===== src/rtl/fcs_pkg.sv =====
package fcs_pkg;

	// ----------------------------------------------------------------
	// Register map
	// ----------------------------------------------------------------
	localparam logic [3:0] ADDR_STATUS = 4'h0;
	localparam logic [3:0] ADDR_MASK   = 4'h4;
	localparam logic [3:0] ADDR_CHIP   = 4'h8;

	// ----------------------------------------------------------------
	// Field positions and reset values
	// ----------------------------------------------------------------
	localparam int         BIT_ERASE   = 0;
	localparam int         BIT_WRITE   = 1;
	localparam int         IRQ_W       = 2;
	localparam int         CHIP_W      = 3;
	localparam logic [1:0] MASK_RST    = 2'h0;
	localparam logic [1:0] STATUS_RST  = 2'h0;
	localparam logic [2:0] CHIP_RST    = 3'h0;
	localparam logic [2:0] CHIP_ONE    = 3'h1;
	localparam logic [2:0] CHIP_TWO    = 3'h2;
	localparam logic [2:0] CHIP_THREE  = 3'h4;

	// ----------------------------------------------------------------
	// Bus answers and types
	// ----------------------------------------------------------------
	localparam logic [1:0] RESP_OKAY   = 2'h0;
	localparam logic [1:0] RESP_SLVERR = 2'h2;

	typedef struct packed {
		logic write_cancel;
		logic erase_cancel;
	} fcs_event_t;

	typedef enum logic [1:0] {
		FCS_CHIP1 = 2'b00,
		FCS_CHIP2 = 2'b01,
		FCS_CHIP3 = 2'b10
	} fcs_chip_t;

endpackage


===== src/rtl/fcs_irq.sv =====
`timescale 1ns/100ps
`default_nettype none
module fcs_irq
	import fcs_pkg::*;
(
	// Clock and reset
	input  wire logic             aclk,
	input  wire logic             aresetn,
	// Events and software access
	input  wire fcs_event_t       events,
	input  wire logic             clr_en,
	input  wire logic [IRQ_W-1:0] clr_bits,
	input  wire logic [IRQ_W-1:0] mask,
	// State
	output logic      [IRQ_W-1:0] status_q,
	output logic                  irq_q
);

	logic [IRQ_W-1:0] set_bits;
	logic [IRQ_W-1:0] status_d;

	always_comb begin
		set_bits            = '0;
		set_bits[BIT_WRITE] = events.write_cancel;
		set_bits[BIT_ERASE] = events.erase_cancel;
		status_d            = status_q;
		if (clr_en) begin
			status_d = status_q & ~clr_bits;
		end
		status_d = status_d | set_bits;
	end

	always_ff @(posedge aclk) begin
		if (!aresetn) begin
			status_q <= STATUS_RST;
		end else begin
			status_q <= status_d;
		end
	end

	always_ff @(posedge aclk) begin
		if (!aresetn) begin
			irq_q <= 1'b0;
		end else begin
			irq_q <= |(status_d & mask);
		end
	end
endmodule
`default_nettype wire


===== src/rtl/fcs_regs.sv =====
// How it works
// - Mask bit 1 enables the illegal-write interrupt; resets to 0.
// - Mask bit 0 enables the illegal-erase interrupt; resets to 0.
// - Chip-select value with only bit 2 set selects the third chip.
// - Chip-select value with only bit 1 set selects the second chip.
// - Bits 2 and 1 zero select the first chip; reset selects it.
// - Cancelled protected write sets status bit 1; writing 1 clears it.
// - Cancelled protected erase sets status bit 0; writing 1 clears it.
`timescale 1ns/100ps
`default_nettype none
module fcs_regs
	import fcs_pkg::*;
(
	// Clock and reset
	input  wire logic        aclk,
	input  wire logic        aresetn,
	// AXI4-Lite write address
	input  wire logic [3:0]  s_axi_awaddr,
	input  wire logic        s_axi_awvalid,
	output logic             s_axi_awready,
	// AXI4-Lite write data
	input  wire logic [31:0] s_axi_wdata,
	input  wire logic [3:0]  s_axi_wstrb,
	input  wire logic        s_axi_wvalid,
	output logic             s_axi_wready,
	// AXI4-Lite write response
	output logic [1:0]       s_axi_bresp,
	output logic             s_axi_bvalid,
	input  wire logic        s_axi_bready,
	// AXI4-Lite read address
	input  wire logic [3:0]  s_axi_araddr,
	input  wire logic        s_axi_arvalid,
	output logic             s_axi_arready,
	// AXI4-Lite read data
	output logic [31:0]      s_axi_rdata,
	output logic [1:0]       s_axi_rresp,
	output logic             s_axi_rvalid,
	input  wire logic        s_axi_rready,
	// Flash controller events
	input  wire logic        write_cancel,
	input  wire logic        erase_cancel,
	// Chip select to the flash side, and the interrupt
	output logic [CHIP_W-1:0] chip_sel_q,
	output logic             irq
);

	// ----------------------------------------------------------------
	// Write channel capture
	// ----------------------------------------------------------------
	logic [3:0]        aw_addr_q;
	logic              aw_have_q;
	logic [31:0]       w_data_q;
	logic [3:0]        w_strb_q;
	logic              w_have_q;
	logic              wr_go;
	logic [IRQ_W-1:0]  mask_q;
	logic [IRQ_W-1:0]  status;
	logic [CHIP_W-1:0] chip_raw_q;
	fcs_event_t        ev;

	assign wr_go = aw_have_q && w_have_q && !s_axi_bvalid;

	always_ff @(posedge aclk) begin
		if (!aresetn) begin
			aw_have_q     <= 1'b0;
			aw_addr_q     <= 4'h0;
			s_axi_awready <= 1'b0;
		end else begin
			s_axi_awready <= !aw_have_q && !s_axi_awready && s_axi_awvalid;
			if (s_axi_awvalid && s_axi_awready) begin
				aw_have_q <= 1'b1;
				aw_addr_q <= s_axi_awaddr;
			end else if (wr_go) begin
				aw_have_q <= 1'b0;
			end
		end
	end

	always_ff @(posedge aclk) begin
		if (!aresetn) begin
			w_have_q     <= 1'b0;
			w_data_q     <= 32'h0;
			w_strb_q     <= 4'h0;
			s_axi_wready <= 1'b0;
		end else begin
			s_axi_wready <= !w_have_q && !s_axi_wready && s_axi_wvalid;
			if (s_axi_wvalid && s_axi_wready) begin
				w_have_q <= 1'b1;
				w_data_q <= s_axi_wdata;
				w_strb_q <= s_axi_wstrb;
			end else if (wr_go) begin
				w_have_q <= 1'b0;
			end
		end
	end

	always_ff @(posedge aclk) begin
		if (!aresetn) begin
			s_axi_bvalid <= 1'b0;
			s_axi_bresp  <= RESP_OKAY;
		end else if (wr_go) begin
			s_axi_bvalid <= 1'b1;
			s_axi_bresp  <= (aw_addr_q == ADDR_STATUS || aw_addr_q == ADDR_MASK ||
				aw_addr_q == ADDR_CHIP) ? RESP_OKAY : RESP_SLVERR;
		end else if (s_axi_bready) begin
			s_axi_bvalid <= 1'b0;
		end
	end

	// ----------------------------------------------------------------
	// Mask and chip-select registers
	// ----------------------------------------------------------------
	always_ff @(posedge aclk) begin
		if (!aresetn) begin
			mask_q <= MASK_RST;
		end else if (wr_go && aw_addr_q == ADDR_MASK && w_strb_q[0]) begin
			mask_q[BIT_WRITE] <= w_data_q[BIT_WRITE];
			mask_q[BIT_ERASE] <= w_data_q[BIT_ERASE];
		end
	end

	always_ff @(posedge aclk) begin
		if (!aresetn) begin
			chip_raw_q <= CHIP_RST;
		end else if (wr_go && aw_addr_q == ADDR_CHIP && w_strb_q[0]) begin
			chip_raw_q <= w_data_q[CHIP_W-1:0];
		end
	end

	// Decode written value to one-hot chip select
	function automatic logic [CHIP_W-1:0] chip_decode(input logic [CHIP_W-1:0] v);
		if (v == CHIP_THREE) begin
			return CHIP_THREE;
		end else if (v == CHIP_TWO) begin
			return CHIP_TWO;
		end else begin
			return CHIP_ONE;
		end
	endfunction

	always_ff @(posedge aclk) begin
		if (!aresetn) begin
			chip_sel_q <= CHIP_ONE;
		end else begin
			chip_sel_q <= chip_decode(chip_raw_q);
		end
	end

	// ----------------------------------------------------------------
	// Interrupt status
	// ----------------------------------------------------------------
	assign ev = '{write_cancel: write_cancel, erase_cancel: erase_cancel};

	fcs_irq u_irq (
		.aclk     (aclk),
		.aresetn  (aresetn),
		.events   (ev),
		.clr_en   (wr_go && aw_addr_q == ADDR_STATUS && w_strb_q[0]),
		.clr_bits (w_data_q[IRQ_W-1:0]),
		.mask     (mask_q),
		.status_q (status),
		.irq_q    (irq)
	);

	// ----------------------------------------------------------------
	// Read channel
	// ----------------------------------------------------------------
	always_ff @(posedge aclk) begin
		if (!aresetn) begin
			s_axi_arready <= 1'b0;
			s_axi_rvalid  <= 1'b0;
			s_axi_rdata   <= 32'h0;
			s_axi_rresp   <= RESP_OKAY;
		end else begin
			s_axi_arready <= !s_axi_arready && !s_axi_rvalid && s_axi_arvalid;
			if (s_axi_arvalid && s_axi_arready) begin
				s_axi_rvalid <= 1'b1;
				s_axi_rresp  <= RESP_OKAY;
				s_axi_rdata  <= 32'h0;
				unique case (s_axi_araddr)
					ADDR_STATUS: s_axi_rdata[IRQ_W-1:0] <= status;
					ADDR_MASK:   s_axi_rdata[IRQ_W-1:0] <= mask_q;
					ADDR_CHIP:   s_axi_rdata[CHIP_W-1:0] <= chip_sel_q;
					default:     s_axi_rresp <= RESP_SLVERR;
				endcase
			end else if (s_axi_rready) begin
				s_axi_rvalid <= 1'b0;
			end
		end
	end
endmodule
`default_nettype wire


===== config.mk =====
export PLATFORM = sky130hd
export DESIGN_NAME = fcs_regs
export DESIGN_NICKNAME = d
export VERILOG_FILES = /design/src/rtl/fcs_pkg.sv /design/src/rtl/fcs_irq.sv /design/src/rtl/fcs_regs.sv
export SDC_FILE = /design/constraint.sdc
export NUM_CORES = 1
export LEC_CHECK = 0
export ABC_AREA = 1
export BUFFER_PORTS_ARGS = -buffer_cell sky130_fd_sc_hd__buf_2
export CORE_ASPECT_RATIO = 1.25
export CORE_MARGIN = 2
export CORE_UTILIZATION = 41
export DETAILED_ROUTE_END_ITERATION = 12
export PLACE_DENSITY = 0.77
export SLEW_MARGIN = 20
export SYNTH_ARGS = -nofsm -noshare
export SYNTH_HDL_FRONTEND = slang
export SYNTH_HIERARCHICAL = 1
export SYNTH_SLANG_ARGS = --single-unit

===== constraint.sdc =====
create_clock -name aclk -period 1.4 [get_ports aclk]
set_input_delay 0.07 -clock aclk [delete_from_list [all_inputs] [get_ports aclk]]
set_output_delay 0.07 -clock aclk [all_outputs]
set_load 0.02 [all_outputs]

Word level (Yosys, flattened, before mapping)
Index checks and enable logic that the tools add are counted.
W data, S select, Z words.
{"block": "word_totals", "wordCells": 79, "mem_count": 0, "ramBits": 0, "input_bits": 53, "latch_bits": 0, "romBits": 0, "register_bits": 33, "out_inout_bits": 45}
{"block": "classes", "shifts": 0, "n_reduce_logical": 35, "div": 0, "addsub": 0, "muxes": 14, "bitwise": 5, "eq_ne": 6, "multipliers": 0, "n_lt_le_gt_ge": 0}
{"operator": "$logic_and A1 B1 Y1", "count": 17}
{"operator": "$eq A4 B3 Y1 const B", "count": 2}
{"operator": "$eq A4 B4 Y1 const B", "count": 2}
{"operator": "$logic_not A4 Y1", "count": 2}
{"operator": "$mux W1", "count": 8}
{"operator": "$mux W2", "count": 4}
{"operator": "$reduce_bool A2 Y1", "count": 4}
{"operator": "$logic_not A1 Y1", "count": 7}
{"operator": "$pmux W2 S3", "count": 1}
{"operator": "$and A2 B2 Y2", "count": 2}
{"operator": "$reduce_or A2 Y1", "count": 2}
{"operator": "$eq A3 B2 Y1 const B", "count": 1}
{"operator": "$eq A3 B3 Y1 const B", "count": 1}
{"operator": "$mux W3", "count": 1}
{"operator": "$reduce_or A3 Y1", "count": 1}
{"operator": "$logic_or A1 B1 Y1", "count": 2}
{"operator": "$not A2 Y2", "count": 1}
{"operator": "$or A2 B2 Y2", "count": 1}
{"operator": "$not A1 Y1", "count": 1}

Depth between registers and ports, before layout
Gate-level depths: netlist of the first run.
{"block": "depth", "ltp_word": 8, "ltp_mapped": 9, "ltp_nobuf": 9}

By module
The synthesis of the first run kept the hierarchy.
{"module": "fcs_regs", "area_each_um2": 1303.8, "n_inst": 1, "cells_each": 174, "seq_area_each_um2": 560.5}
{"module": "fcs_irq", "area_each_um2": 117.6, "n_inst": 1, "cells_each": 17, "seq_area_each_um2": 60.1}

Least setup slack after synthesis of the first run
OpenSTA, ideal clock, no wires.
{"block": "synth_timing", "kind": "reg2reg", "from": "register s_axi_bvalid", "to": "register u_irq.irq_q", "stages_incl_launch_ff": 9, "path_slack_ps": 210, "required_time_ps": 1287, "path_buffers": 0, "period_less_slack_ps": 1190, "arrival_ps": 1077, "setup_ps": 113, "path_cell_list": "dfxtp_1 > nor2_2 > nand2_2 > nor3_1 > nand2_1 > nand2_1 > nand2_1 > nand3_1 > nand2_1"}
{"block": "synth_between", "elab_chain_cells": 8}
{"item": "start, declared", "line_no": "fcs_regs.sv:28", "rtl": "output logic s_axi_bvalid,"}
{"item": "start signal, assigned", "line_no": "fcs_regs.sv:99", "rtl": "s_axi_bvalid <= 1'b0;"}
{"item": "start signal, assigned", "line_no": "fcs_regs.sv:102", "rtl": "s_axi_bvalid <= 1'b1;"}
{"item": "start signal, assigned", "line_no": "fcs_regs.sv:106", "rtl": "s_axi_bvalid <= 1'b0;"}
{"item": "$logic_not A1 Y1", "line_no": "fcs_regs.sv:61", "rtl": "assign wr_go = aw_have_q && w_have_q && !s_axi_bvalid;"}
{"item": "$logic_and A1 B1 Y1", "line_no": "fcs_regs.sv:61"}
{"item": "$logic_and A1 B1 Y1 (2 in series)", "line_no": "fcs_regs.sv:158", "rtl": ".clr_en (wr_go && aw_addr_q == ADDR_STATUS && w_strb_q[0]),"}
{"item": "$mux W2", "line_no": "fcs_irq.sv:27", "rtl": "if (clr_en) begin"}
{"item": "$or A2 B2 Y2", "line_no": "fcs_irq.sv:30", "rtl": "status_d = status_d | set_bits;"}
{"item": "$and A2 B2 Y2", "line_no": "fcs_irq.sv:45", "rtl": "irq_q <= |(status_d & mask);"}
{"item": "$reduce_or A2 Y1", "line_no": "fcs_irq.sv:45"}
{"item": "end signal, assigned", "line_no": "fcs_irq.sv:45"}
{"item": "end, declared", "line_no": "fcs_irq.sv:16", "rtl": "output logic irq_q"}
No other way between the ends.
A chain may end at the register's enable or synchronous reset.

Final worst setup path of the first run
{"block": "layout_timing", "from": "register aw_have_q", "to": "register chip_raw_q[2]"}
{"block": "layout_between", "elab_chain_cells": 4}
{"item": "start, declared", "line_no": "fcs_regs.sv:51", "rtl": "logic aw_have_q;"}
{"item": "start signal, assigned", "line_no": "fcs_regs.sv:65", "rtl": "aw_have_q <= 1'b0;"}
{"item": "start signal, assigned", "line_no": "fcs_regs.sv:71", "rtl": "aw_have_q <= 1'b1;"}
{"item": "start signal, assigned", "line_no": "fcs_regs.sv:74", "rtl": "aw_have_q <= 1'b0;"}
{"item": "$logic_and A1 B1 Y1 (2 in series)", "line_no": "fcs_regs.sv:61"}
{"item": "$logic_and A1 B1 Y1 (2 in series)", "line_no": "fcs_regs.sv:125", "rtl": "end else if (wr_go && aw_addr_q == ADDR_CHIP && w_strb_q[0]) begin"}
{"item": "end signal, assigned", "line_no": "fcs_regs.sv:126", "rtl": "chip_raw_q <= w_data_q[CHIP_W-1:0];"}
{"item": "end, declared", "line_no": "fcs_regs.sv:58", "rtl": "logic [CHIP_W-1:0] chip_raw_q;"}
No other way between the ends.

==> impl_metrics.env, run 1 <==
export IMPL_status="complete, no violations"
export IMPL_ant_nets=0
export IMPL_initial_utilization_pct=43.7
export IMPL_io_pin_count=98
export IMPL_top_layer_used="met4"
export IMPL_cp_start_kind="flop"
export IMPL_setup_viol=0
export IMPL_syn_area_per_cell_um2=7.44
export IMPL_die_h_um=69.8
export IMPL_yosysSeqAreaShare_pct=43.7
export IMPL_rsz0062_at_grt="no"
export IMPL_fin_worst_hold_slack_ns=0.0234
export IMPL_cts_setup_buffers=0
export IMPL_path_cells="nand2_1 -> nor2_4 -> nand2_2 -> buf_4 -> nor2_4 -> inv_2 -> nor2_1 -> nor2_1"
export IMPL_crit_arrival_ns=1.41
export IMPL_firstDrtPassIters=4
export IMPL_io_buffers=34
export IMPL_num_rows=23
export IMPL_min_delay_path_depth=3
export IMPL_fin_crit_sh_pct=88.7
export IMPL_rr_worst_depth=8
export IMPL_vias=1207
export IMPL_slowest_stage="dfxtp_1"
export IMPL_power_leakage_nw=0.812
export IMPL_min_delay_start="s_axi_wvalid"
export IMPL_hold_path_class="input pin to flop"
export IMPL_synth_cell_types=20
export IMPL_end_kind="flop"
export IMPL_cts_buffers=5
export IMPL_clkTransAtPathRegs_ns=0.06
export IMPL_htree_levels=2
export IMPL_hold_viol=0
export IMPL_critPathRequiredTime_ns=1.57
export IMPL_critical_path_class="flop to flop"
export IMPL_setup_tns_ns=0
export IMPL_route_met2_wl_mm=1.20
export IMPL_antenna_found_initial=0
export IMPL_worst_skew_pair_late_latency_ns=0.28
export IMPL_crit_fanout=4
export IMPL_clockRootBuffer="clkbuf_8"
export IMPL_synth_area_leaders="dfxtp_1 44%, buf_4 16%, nor2_1 7.9%"
export IMPL_yosys_warnings=6
export IMPL_grt_pass1_vias=1060
export IMPL_global_route_usage_total_pct=13.8
export IMPL_nets=285
export IMPL_ys_ff_latch=31
export IMPL_fp_coreArea_um2=3250
export IMPL_die_w_um=56.7
export IMPL_clock_skew_ns=0.00540
export IMPL_critical_path_max_stage_delay_ns=0.37
export IMPL_hpwl_mm=1.89
export IMPL_place_area_um2=1530
export IMPL_place_congestion=0.762
export IMPL_vdd_drop_max_uv=616
export IMPL_vias_per_cell=4.50
export IMPL_reg2reg_setup_slack_ns=0.16
export IMPL_fmax_ghz=0.805
export IMPL_synth_cell_area_um2=1420
export IMPL_drv_cap=0
export IMPL_rr_startpoint="aw_have_q"
export IMPL_cp_top_family="simple AND/OR/NAND/NOR gates"
export IMPL_final_layout_size_suffix_gt1_share_pct=21.2
export IMPL_clkSinkCount=31
export IMPL_route_met3_wl_um=225
export IMPL_finalInstanceArea_um2=1620
export IMPL_p_per_area_nw_per_um2=1090
export IMPL_grt_max_degree=14
export IMPL_wire_per_inst_um=9.24
export IMPL_synth_largest_area_cell="dfxtp_1"
export IMPL_first_iter_violations=30
export IMPL_rr_endpoint="chip_raw_q[2]"
export IMPL_synth_top_area_share_pct=43.7
export IMPL_diodes=0
export IMPL_drv_slew=0
export IMPL_fin_crit_ns=1.24
export IMPL_grt_pass1_wl_mm=4.26
export IMPL_cts_tree="done"
export IMPL_die_area_um2=3960
export IMPL_critPathBufInv=2
export IMPL_syn_inst=191
export IMPL_clk_path_buf_depth=2
export IMPL_drc=0
export IMPL_whs_endpoint="s_axi_wready"
export IMPL_gr_total_overflow=0
export IMPL_routed_wl_mm=2.48
export IMPL_m1WireLength_mm=1.02
export IMPL_area_delta_synth_final_pct=14.2
## layout make-up
cell class / count / area [um^2]
inverters: 16 / 60.1
well taps: 37 / 46.3
clock buffers: 6 / 72.6
fillers: 351 / 1630
multi-input cells: 141 / 631
flip-flops and latches: 31 / 621
repair buffers: 37 / 193
## per-stage QoR
stage | setup slack, ns | util [%] | power [mW] | std cells
after global routing | 0.0429 | 49.9 | 1.86 | 268
after CTS | 0.109 | 49.5 | 1.78 | 268
after global placement | 0.100 | 47.1 | 1.16 | 262
after floorplan | 0.210 | - | 1.16 | 221
after detailed placement | 0.0804 | 47.1 | 1.16 | 262
final | 0.158 | 49.9 | 1.76 | 268
## sequential cells by signal, summed over array words and instances (netlist names), 2 cells and up
signal / cells
mask_q: 2
u_irq/status_q: 2
aw_addr_q: 4
chip_sel_q: 3
chip_raw_q: 3
w_data_q: 3
s_axi_rdata: 3
## layout by cell type, fill, tap and decap left out
cell type  count
conb_1        31
nand4_1        2
inv_2          1
a21oi_1       14
clkinv_1       1
nand3b_1       1
inv_1         14
nor3_1         3
nor2_4         2
buf_2         34
nand2_1       27
nand3_1       11
nand2_2        1
nor2_1        29
nor3_4         1
a31oi_1        1
buf_4          3
o21ai_0       16
nor2_2         2
clkbuf_1       1
dfxtp_1       31
clkbuf_8       5
## how the worst max path moves through the flow
stage / from / slack (ns) / cells after the start / endpoint
6_report: aw_have_q / 0.16 / 8 / chip_raw_q[2]
5_1_grt: aw_have_q / 0.04 / 9 / u_irq/irq_q
4_1_cts: aw_have_q / 0.11 / 9 / u_irq/irq_q
3_5_place_dp: aw_have_q / 0.08 / 9 / u_irq/irq_q
3_3_place_gp: aw_have_q / 0.10 / 9 / u_irq/irq_q
2_1_floorplan: s_axi_bvalid / 0.21 / 8 / u_irq/irq_q
## cell families (layout without fill, tap and decap cells)
| group | after synthesis | in the layout | synth area share (%) |
|---|---|---|---|
| other | 1 | 31 | 0.264 |
| and+or+nand+nor | 79 | 79 | 23.9 |
| buffers and inverters | 49 | 59 | 21.2 |
| AOI/OAI and AO/OA | 31 | 31 | 11.0 |
| DFF | 31 | 31 | 43.7 |
## what timing repair did
| action | in CTS | in global routing |
|---|---|---|
| resized for setup | 1 | 3 |
| hold buffers | 0 | 0 |
| endpoints found under the hold margin | 0 | 0 |
| endpoints found under the setup margin | 1 | 1 |
## worst register-to-register path, delay by kind of cell, from the launching register on
family	cells	cell delay, ns
flops	1	0.37
simple gates	6	0.56
buf+inv	2	0.19
## per-layer routing
metal	vias to the layer above	global-route usage (%)
li1	624	-
met1	528	14.1
met2	52	23.9
met3	3	6.34
met4	0	5.56
met5	-	0
## power breakdown
| group | leakage (nW) | switching (mW) | internal [mW] |
|---|---|---|---|
| Clock | 0.0371 | 0.288 | 0.330 |
| Combinational | 0.523 | 0.157 | 0.0564 |
| Sequential | 0.252 | 0.0200 | 0.911 |
| Total | 0.812 | 0.465 | 1.30 |
## cell usage after synthesis
library cell,number
nand2_1,27
nand2_2,1
inv_2,1
conb_1,1
dfxtp_1,31
clkbuf_1,1
nor2_1,30
buf_2,1
nor3_1,4
nor2_4,1
o21ai_0,16
nand3b_1,1
buf_4,31
inv_1,14
nor2_2,2
nand3_1,11
a31oi_1,1
a21oi_1,14
clkinv_1,1
nand4_1,2
(Power assumes the default switching activity.)
==> inputs of run 2 (changes only) <==
- CORE_MARGIN: 2 -> 1.5
- CTS_CLUSTER_DIAMETER: default -> 60
==> impl_metrics.env, run 2 (synthesized netlist as in run 1, its figures left out) <==
export IMPL_status="complete, no violations"
export IMPL_multi_input_area_um2=617
export IMPL_p_total_mw=1.90
export IMPL_use_met2_pct=23.8
export IMPL_busiest_layer="met2"
export IMPL_crit_fanout=4
export IMPL_hpwl_mm=1.89
export IMPL_routed_wl_mm=2.44
export IMPL_cp_start_kind="flop"
export IMPL_htree_levels=2
export IMPL_drv_slew=0
export IMPL_diodes=0
export IMPL_wire_per_inst_um=9.05
export IMPL_final_cells=270
export IMPL_grt_use_met3_pct=5.78
export IMPL_post_cts_resized=0
export IMPL_rsz0062_at_grt="no"
export IMPL_rr_worst_depth=9
export IMPL_clkTransAtPathRegs_ns=0.06
export IMPL_global_route_usage_total_pct=13.7
export IMPL_hold_path_class="input pin to flop"
export IMPL_setup_slack_ns=0.149
export IMPL_fmax_ghz=0.799
export IMPL_regArea_um2=621
export IMPL_cpMostUsedCell="nand2_1"
export IMPL_p_per_area_nw_per_um2=1160
export IMPL_min_delay_path_depth=3
export IMPL_die_w_um=55.7
export IMPL_top_register="aw_addr_q"
export IMPL_vias=1198
export IMPL_vias_per_cell=4.44
export IMPL_crit_arrival_ns=1.43
export IMPL_clk_path_buf_depth=2
export IMPL_path_cells="nand2_1 -> nor2_2 -> nand2_2 -> nor3_2 -> nand2_1 -> nand2_1 -> nand2_1 -> nand3_1 -> nand2_1"
export IMPL_worst_skew_pair_late_latency_ns=0.28
export IMPL_setup_tns_ns=0
export IMPL_firstDrtPassIters=4
export IMPL_vdd_drop_max_uv=702
export IMPL_die_h_um=68.8
export IMPL_setup_viol=0
export IMPL_ant_nets=0
export IMPL_ctsHoldBuffers=0
export IMPL_drc=0
export IMPL_cts_setup_buffers=0
export IMPL_clockRootBuffer="clkbuf_8"
export IMPL_cp_top_family="simple AND/OR/NAND/NOR gates"
export IMPL_critical_path_max_stage_delay_ns=0.37
export IMPL_fin_util_pct=50.3
export IMPL_first_iter_violations=29
export IMPL_nets=285
export IMPL_io_buffers=34
export IMPL_critical_path_class="flop to flop"
export IMPL_fillers=351
export IMPL_cts_tree="done"
export IMPL_fin_crit_ns=1.25
export IMPL_pre_cts_ws_ns=0.0717
export IMPL_met1_usage_pct=15.0
export IMPL_critPathBufInv=0
export IMPL_clock_skew_ns=0.00187
export IMPL_cts_buffers=5
export IMPL_place_congestion=0.777
export IMPL_hold_viol=0
export IMPL_end_kind="flop"
export IMPL_drv_cap=0
export IMPL_grt_pass1_wl_mm=3.97
export IMPL_crit_cells=9
export IMPL_mostFrequentLayoutCell="buf_2"
export IMPL_antenna_found_initial=0
export IMPL_critPathRequiredTime_ns=1.58
export IMPL_power_leakage_nw=0.829
export IMPL_gr_total_overflow=0
export IMPL_fin_crit_sh_pct=89.4
export IMPL_area_delta_synth_final_pct=15.1
export IMPL_io_pin_count=98
export IMPL_grt_max_degree=14
export IMPL_initial_utilization_pct=43.7
export IMPL_final_layout_size_suffix_gt1_share_pct=21.5
export IMPL_clkSinkCount=31
export IMPL_largest_reg_flops=4
export IMPL_final_cell_mix="34 x buf_2, 31 x conb_1, 31 x dfxtp_1, 30 x nor2_1, 27 x nand2_1"
export IMPL_place_inst=262
export IMPL_die_area_um2=3830
export IMPL_num_rows=23
export IMPL_fp_coreArea_um2=3250
export IMPL_slowest_stage="dfxtp_1"
export IMPL_grt_pass1_vias=965
[run 2: cell count changes in the layout (fill, tap and decap cells not counted)]
cell,before,now
nor3_2,0,1
nor2_4,2,1
nor3_4,1,0
clkbuf_8,5,7
nor2_1,29,30
[run 2: worst reg2reg max path, delay by kind of cell (launching register included)]
kind	cells	cell delay, ns
and+or+nand+nor	9	0.77
DFF	1	0.37
[run 2: worst paths after layout]
check                     start            end  slack, ns
hold reg to reg   s_axi_arready  s_axi_arready       0.44
setup reg to reg      aw_have_q    u_irq/irq_q       0.15
hold / removal     s_axi_wvalid   s_axi_wready       0.02
setup / recovery      aw_have_q    u_irq/irq_q       0.15
[run 2: report_power, final]
| group | switching, mW | total (mW) | internal [mW] |
|---|---|---|---|
| Combinational | 0.155 | 0.211 | 0.0558 |
| Sequential | 0.0191 | 0.929 | 0.910 |
| Clock | 0.312 | 0.760 | 0.448 |
| Total | 0.486 | 1.90 | 1.41 |
[run 2: area by class of cell]
cell class / instances / share of cell area, %
multi-input combinational: 141 / 37.7
clock buffer: 8 / 6.12
timing repair buffer: 37 / 11.8
tap: 37 / 2.83
sequential: 31 / 37.9
inverter: 16 / 3.67
[run 2: per-layer routing]
| metal | vias up | part of all wire (%) |
|---|---|---|
| li1 | 630 | - |
| met1 | 519 | 42 |
| met2 | 46 | 49 |
| met3 | 3 | 7.6 |
| met4 | 0 | 1.3 |
| met5 | - | 0 |
[run 2: through the flow]
step                hold slack, ns  area, um^2
detailed placement           0.316        1530
floorplan                    0.188        1530
global route                0.0259        1640
CTS                         0.0111        1630
global placement             0.306        1530
finish                      0.0178        1640
==> inputs of run 3 (changes only) <==
- CELL_PAD_IN_SITES_DETAIL_PLACEMENT: default -> 2
- CELL_PAD_IN_SITES_GLOBAL_PLACEMENT: default -> 2
- CORE_UTILIZATION: 41 -> 20
- PLACE_DENSITY: 0.77 -> 0.75
==> impl_metrics.env, run 3 (synthesized netlist as in run 1, its figures left out) <==
export IMPL_fp_coreArea_um2=6930
export IMPL_routed_wl_mm=3.46
export IMPL_cp_start_kind="flop"
export IMPL_rr_worst_depth=9
export IMPL_hpwl_mm=2.72
export IMPL_vias_per_cell=3.96
export IMPL_top_register="aw_addr_q"
export IMPL_cts_setup_buffers=0
export IMPL_status="complete, no violations"
export IMPL_ant_nets=0
export IMPL_min_delay_path_depth=3
export IMPL_clkTransAtPathRegs_ns=0.07
export IMPL_drv_cap=0
export IMPL_clockRootBuffer="clkbuf_8"
export IMPL_p_total_mw=2.08
export IMPL_cts_buffers=5
export IMPL_critPathRequiredTime_ns=1.58
export IMPL_clock_skew_ns=0.00680
export IMPL_mostFrequentLayoutCell="buf_2"
export IMPL_grt_pass1_wl_mm=5.86
export IMPL_fillers=855
export IMPL_intPower_mw=1.55
export IMPL_global_route_usage_total_pct=9.79
export IMPL_grt_pass1_vias=1323
export IMPL_final_cell_mix="34 x buf_2, 31 x conb_1, 30 x nor2_1, 29 x dfxtp_1, 26 x nand2_1"
export IMPL_p_sw_uw=529
export IMPL_pre_cts_ws_ns=0.0539
export IMPL_antenna_found_initial=0
export IMPL_grt_max_degree=23
export IMPL_gr_total_overflow=0
export IMPL_die_area_um2=7620
export IMPL_area_delta_synth_final_pct=23.4
export IMPL_drv_slew=0
export IMPL_io_buffers=34
export IMPL_final_cells=326
export IMPL_netSwitchingFraction_pct=25.5
export IMPL_final_layout_size_suffix_gt1_share_pct=24.2
export IMPL_cts_tree="done"
export IMPL_vdd_drop_max_uv=535
export IMPL_power_frac_clock_pct=44.2
export IMPL_place_inst=318
export IMPL_power_leakage_nw=0.850
export IMPL_die_w_um=78.4
export IMPL_drc=0
export IMPL_fmax_ghz=0.782
export IMPL_firstDrtPassIters=4
export IMPL_hold_path_class="input pin to flop"
export IMPL_clkSinkCount=31
export IMPL_power_frac_comb_pct=11.0
export IMPL_diodes=0
export IMPL_worst_skew_pair_late_latency_ns=0.28
export IMPL_first_iter_violations=25
export IMPL_setup_slack_ns=0.121
export IMPL_num_rows=34
export IMPL_crit_arrival_ns=1.46
export IMPL_end_kind="flop"
export IMPL_nets=288
export IMPL_p_seq_share_pct=44.8
export IMPL_p_per_area_nw_per_um2=1180
export IMPL_htree_levels=2
export IMPL_place_congestion=0.699
export IMPL_io_pin_count=98
export IMPL_fin_crit_sh_pct=91.4
export IMPL_initial_utilization_pct=20.5
export IMPL_fin_crit_ns=1.28
export IMPL_clk_path_buf_depth=2
export IMPL_largest_reg_flops=4
export IMPL_hold_viol=0
export IMPL_die_h_um=97.3
export IMPL_ctsHoldBuffers=0
export IMPL_setup_tns_ns=0
export IMPL_crit_fanout=2
export IMPL_setup_viol=0
export IMPL_critical_path_class="flop to flop"
export IMPL_wire_per_inst_um=10.6
export IMPL_vias=1291
==> run 3: power by group through the flow <==
| stage | registers [mW] | clock network [mW] | logic, mW |
|---|---|---|---|
| after floorplan | 0.956 | 0 | 0.208 |
| after global placement | 0.948 | 0 | 0.221 |
| after detailed placement | 0.949 | 0 | 0.226 |
| after CTS | 0.929 | 0.945 | 0.228 |
| after global routing | 0.934 | 0.997 | 0.257 |
| final | 0.930 | 0.918 | 0.228 |
==> run 3: final cells by class <==
cell class / count / area [um^2] / share of cell area, %
sequential: 31 / 623 / 35.5
timing repair buffer: 40 / 215 / 12.3
tap: 90 / 113 / 6.42
clock buffer: 6 / 82.6 / 4.71
clock inverter: 2 / 35.0 / 2.00
inverter: 16 / 60.1 / 3.42
multi-input combinational: 141 / 626 / 35.7
==> run 3: critical path, cell delays in order (launching register included) <==
cell	delay, ns
dfxtp_2	0.33
nand2_1	0.06
nor2_2	0.14
nand2_2	0.10
nor3_4	0.21
nand2_1	0.10
nand2_1	0.08
nand2_1	0.05
nand3_1	0.06
nand2_1	0.05
==> run 3: layer usage <==
| metal | routed length, um | part of all wire [%] | global-route usage, % |
|---|---|---|---|
| met1 | 1360 | 39 | 10.2 |
| met2 | 1840 | 53 | 18.1 |
| met3 | 206 | 5.9 | 2.63 |
| met4 | 55 | 1.6 | 4.12 |
| met5 | 0 | 0 | 0 |
==> run 3: per-stage QoR <==
| stage | hold WS (ns) | utilization, % | area (um^2) |
|---|---|---|---|
| after floorplan | 0.188 | - | 1530 |
| after detailed placement | 0.319 | 23.4 | 1620 |
| after CTS | 0.0114 | 25.1 | 1740 |
| after global placement | 0.309 | 23.4 | 1620 |
| final | 0.0210 | 25.3 | 1750 |
| after global routing | 0.0203 | 25.3 | 1750 |
==> run 3: path summary, 6_finish.rpt <==
check	startpoint	endpoint	slack (ns)
setup reg to reg	aw_have_q	u_irq/irq_q	0.12
hold reg to reg	s_axi_wready	s_axi_wready	0.44
setup / recovery	aw_have_q	u_irq/irq_q	0.12
hold / removal	s_axi_arvalid	s_axi_arready	0.02
==> run 3: what timing repair did <==
action                                  in CTS  in global routing
resized for setup                            0                  5
endpoints found under the setup margin       0                  1
hold endpoints to repair                     0                  0
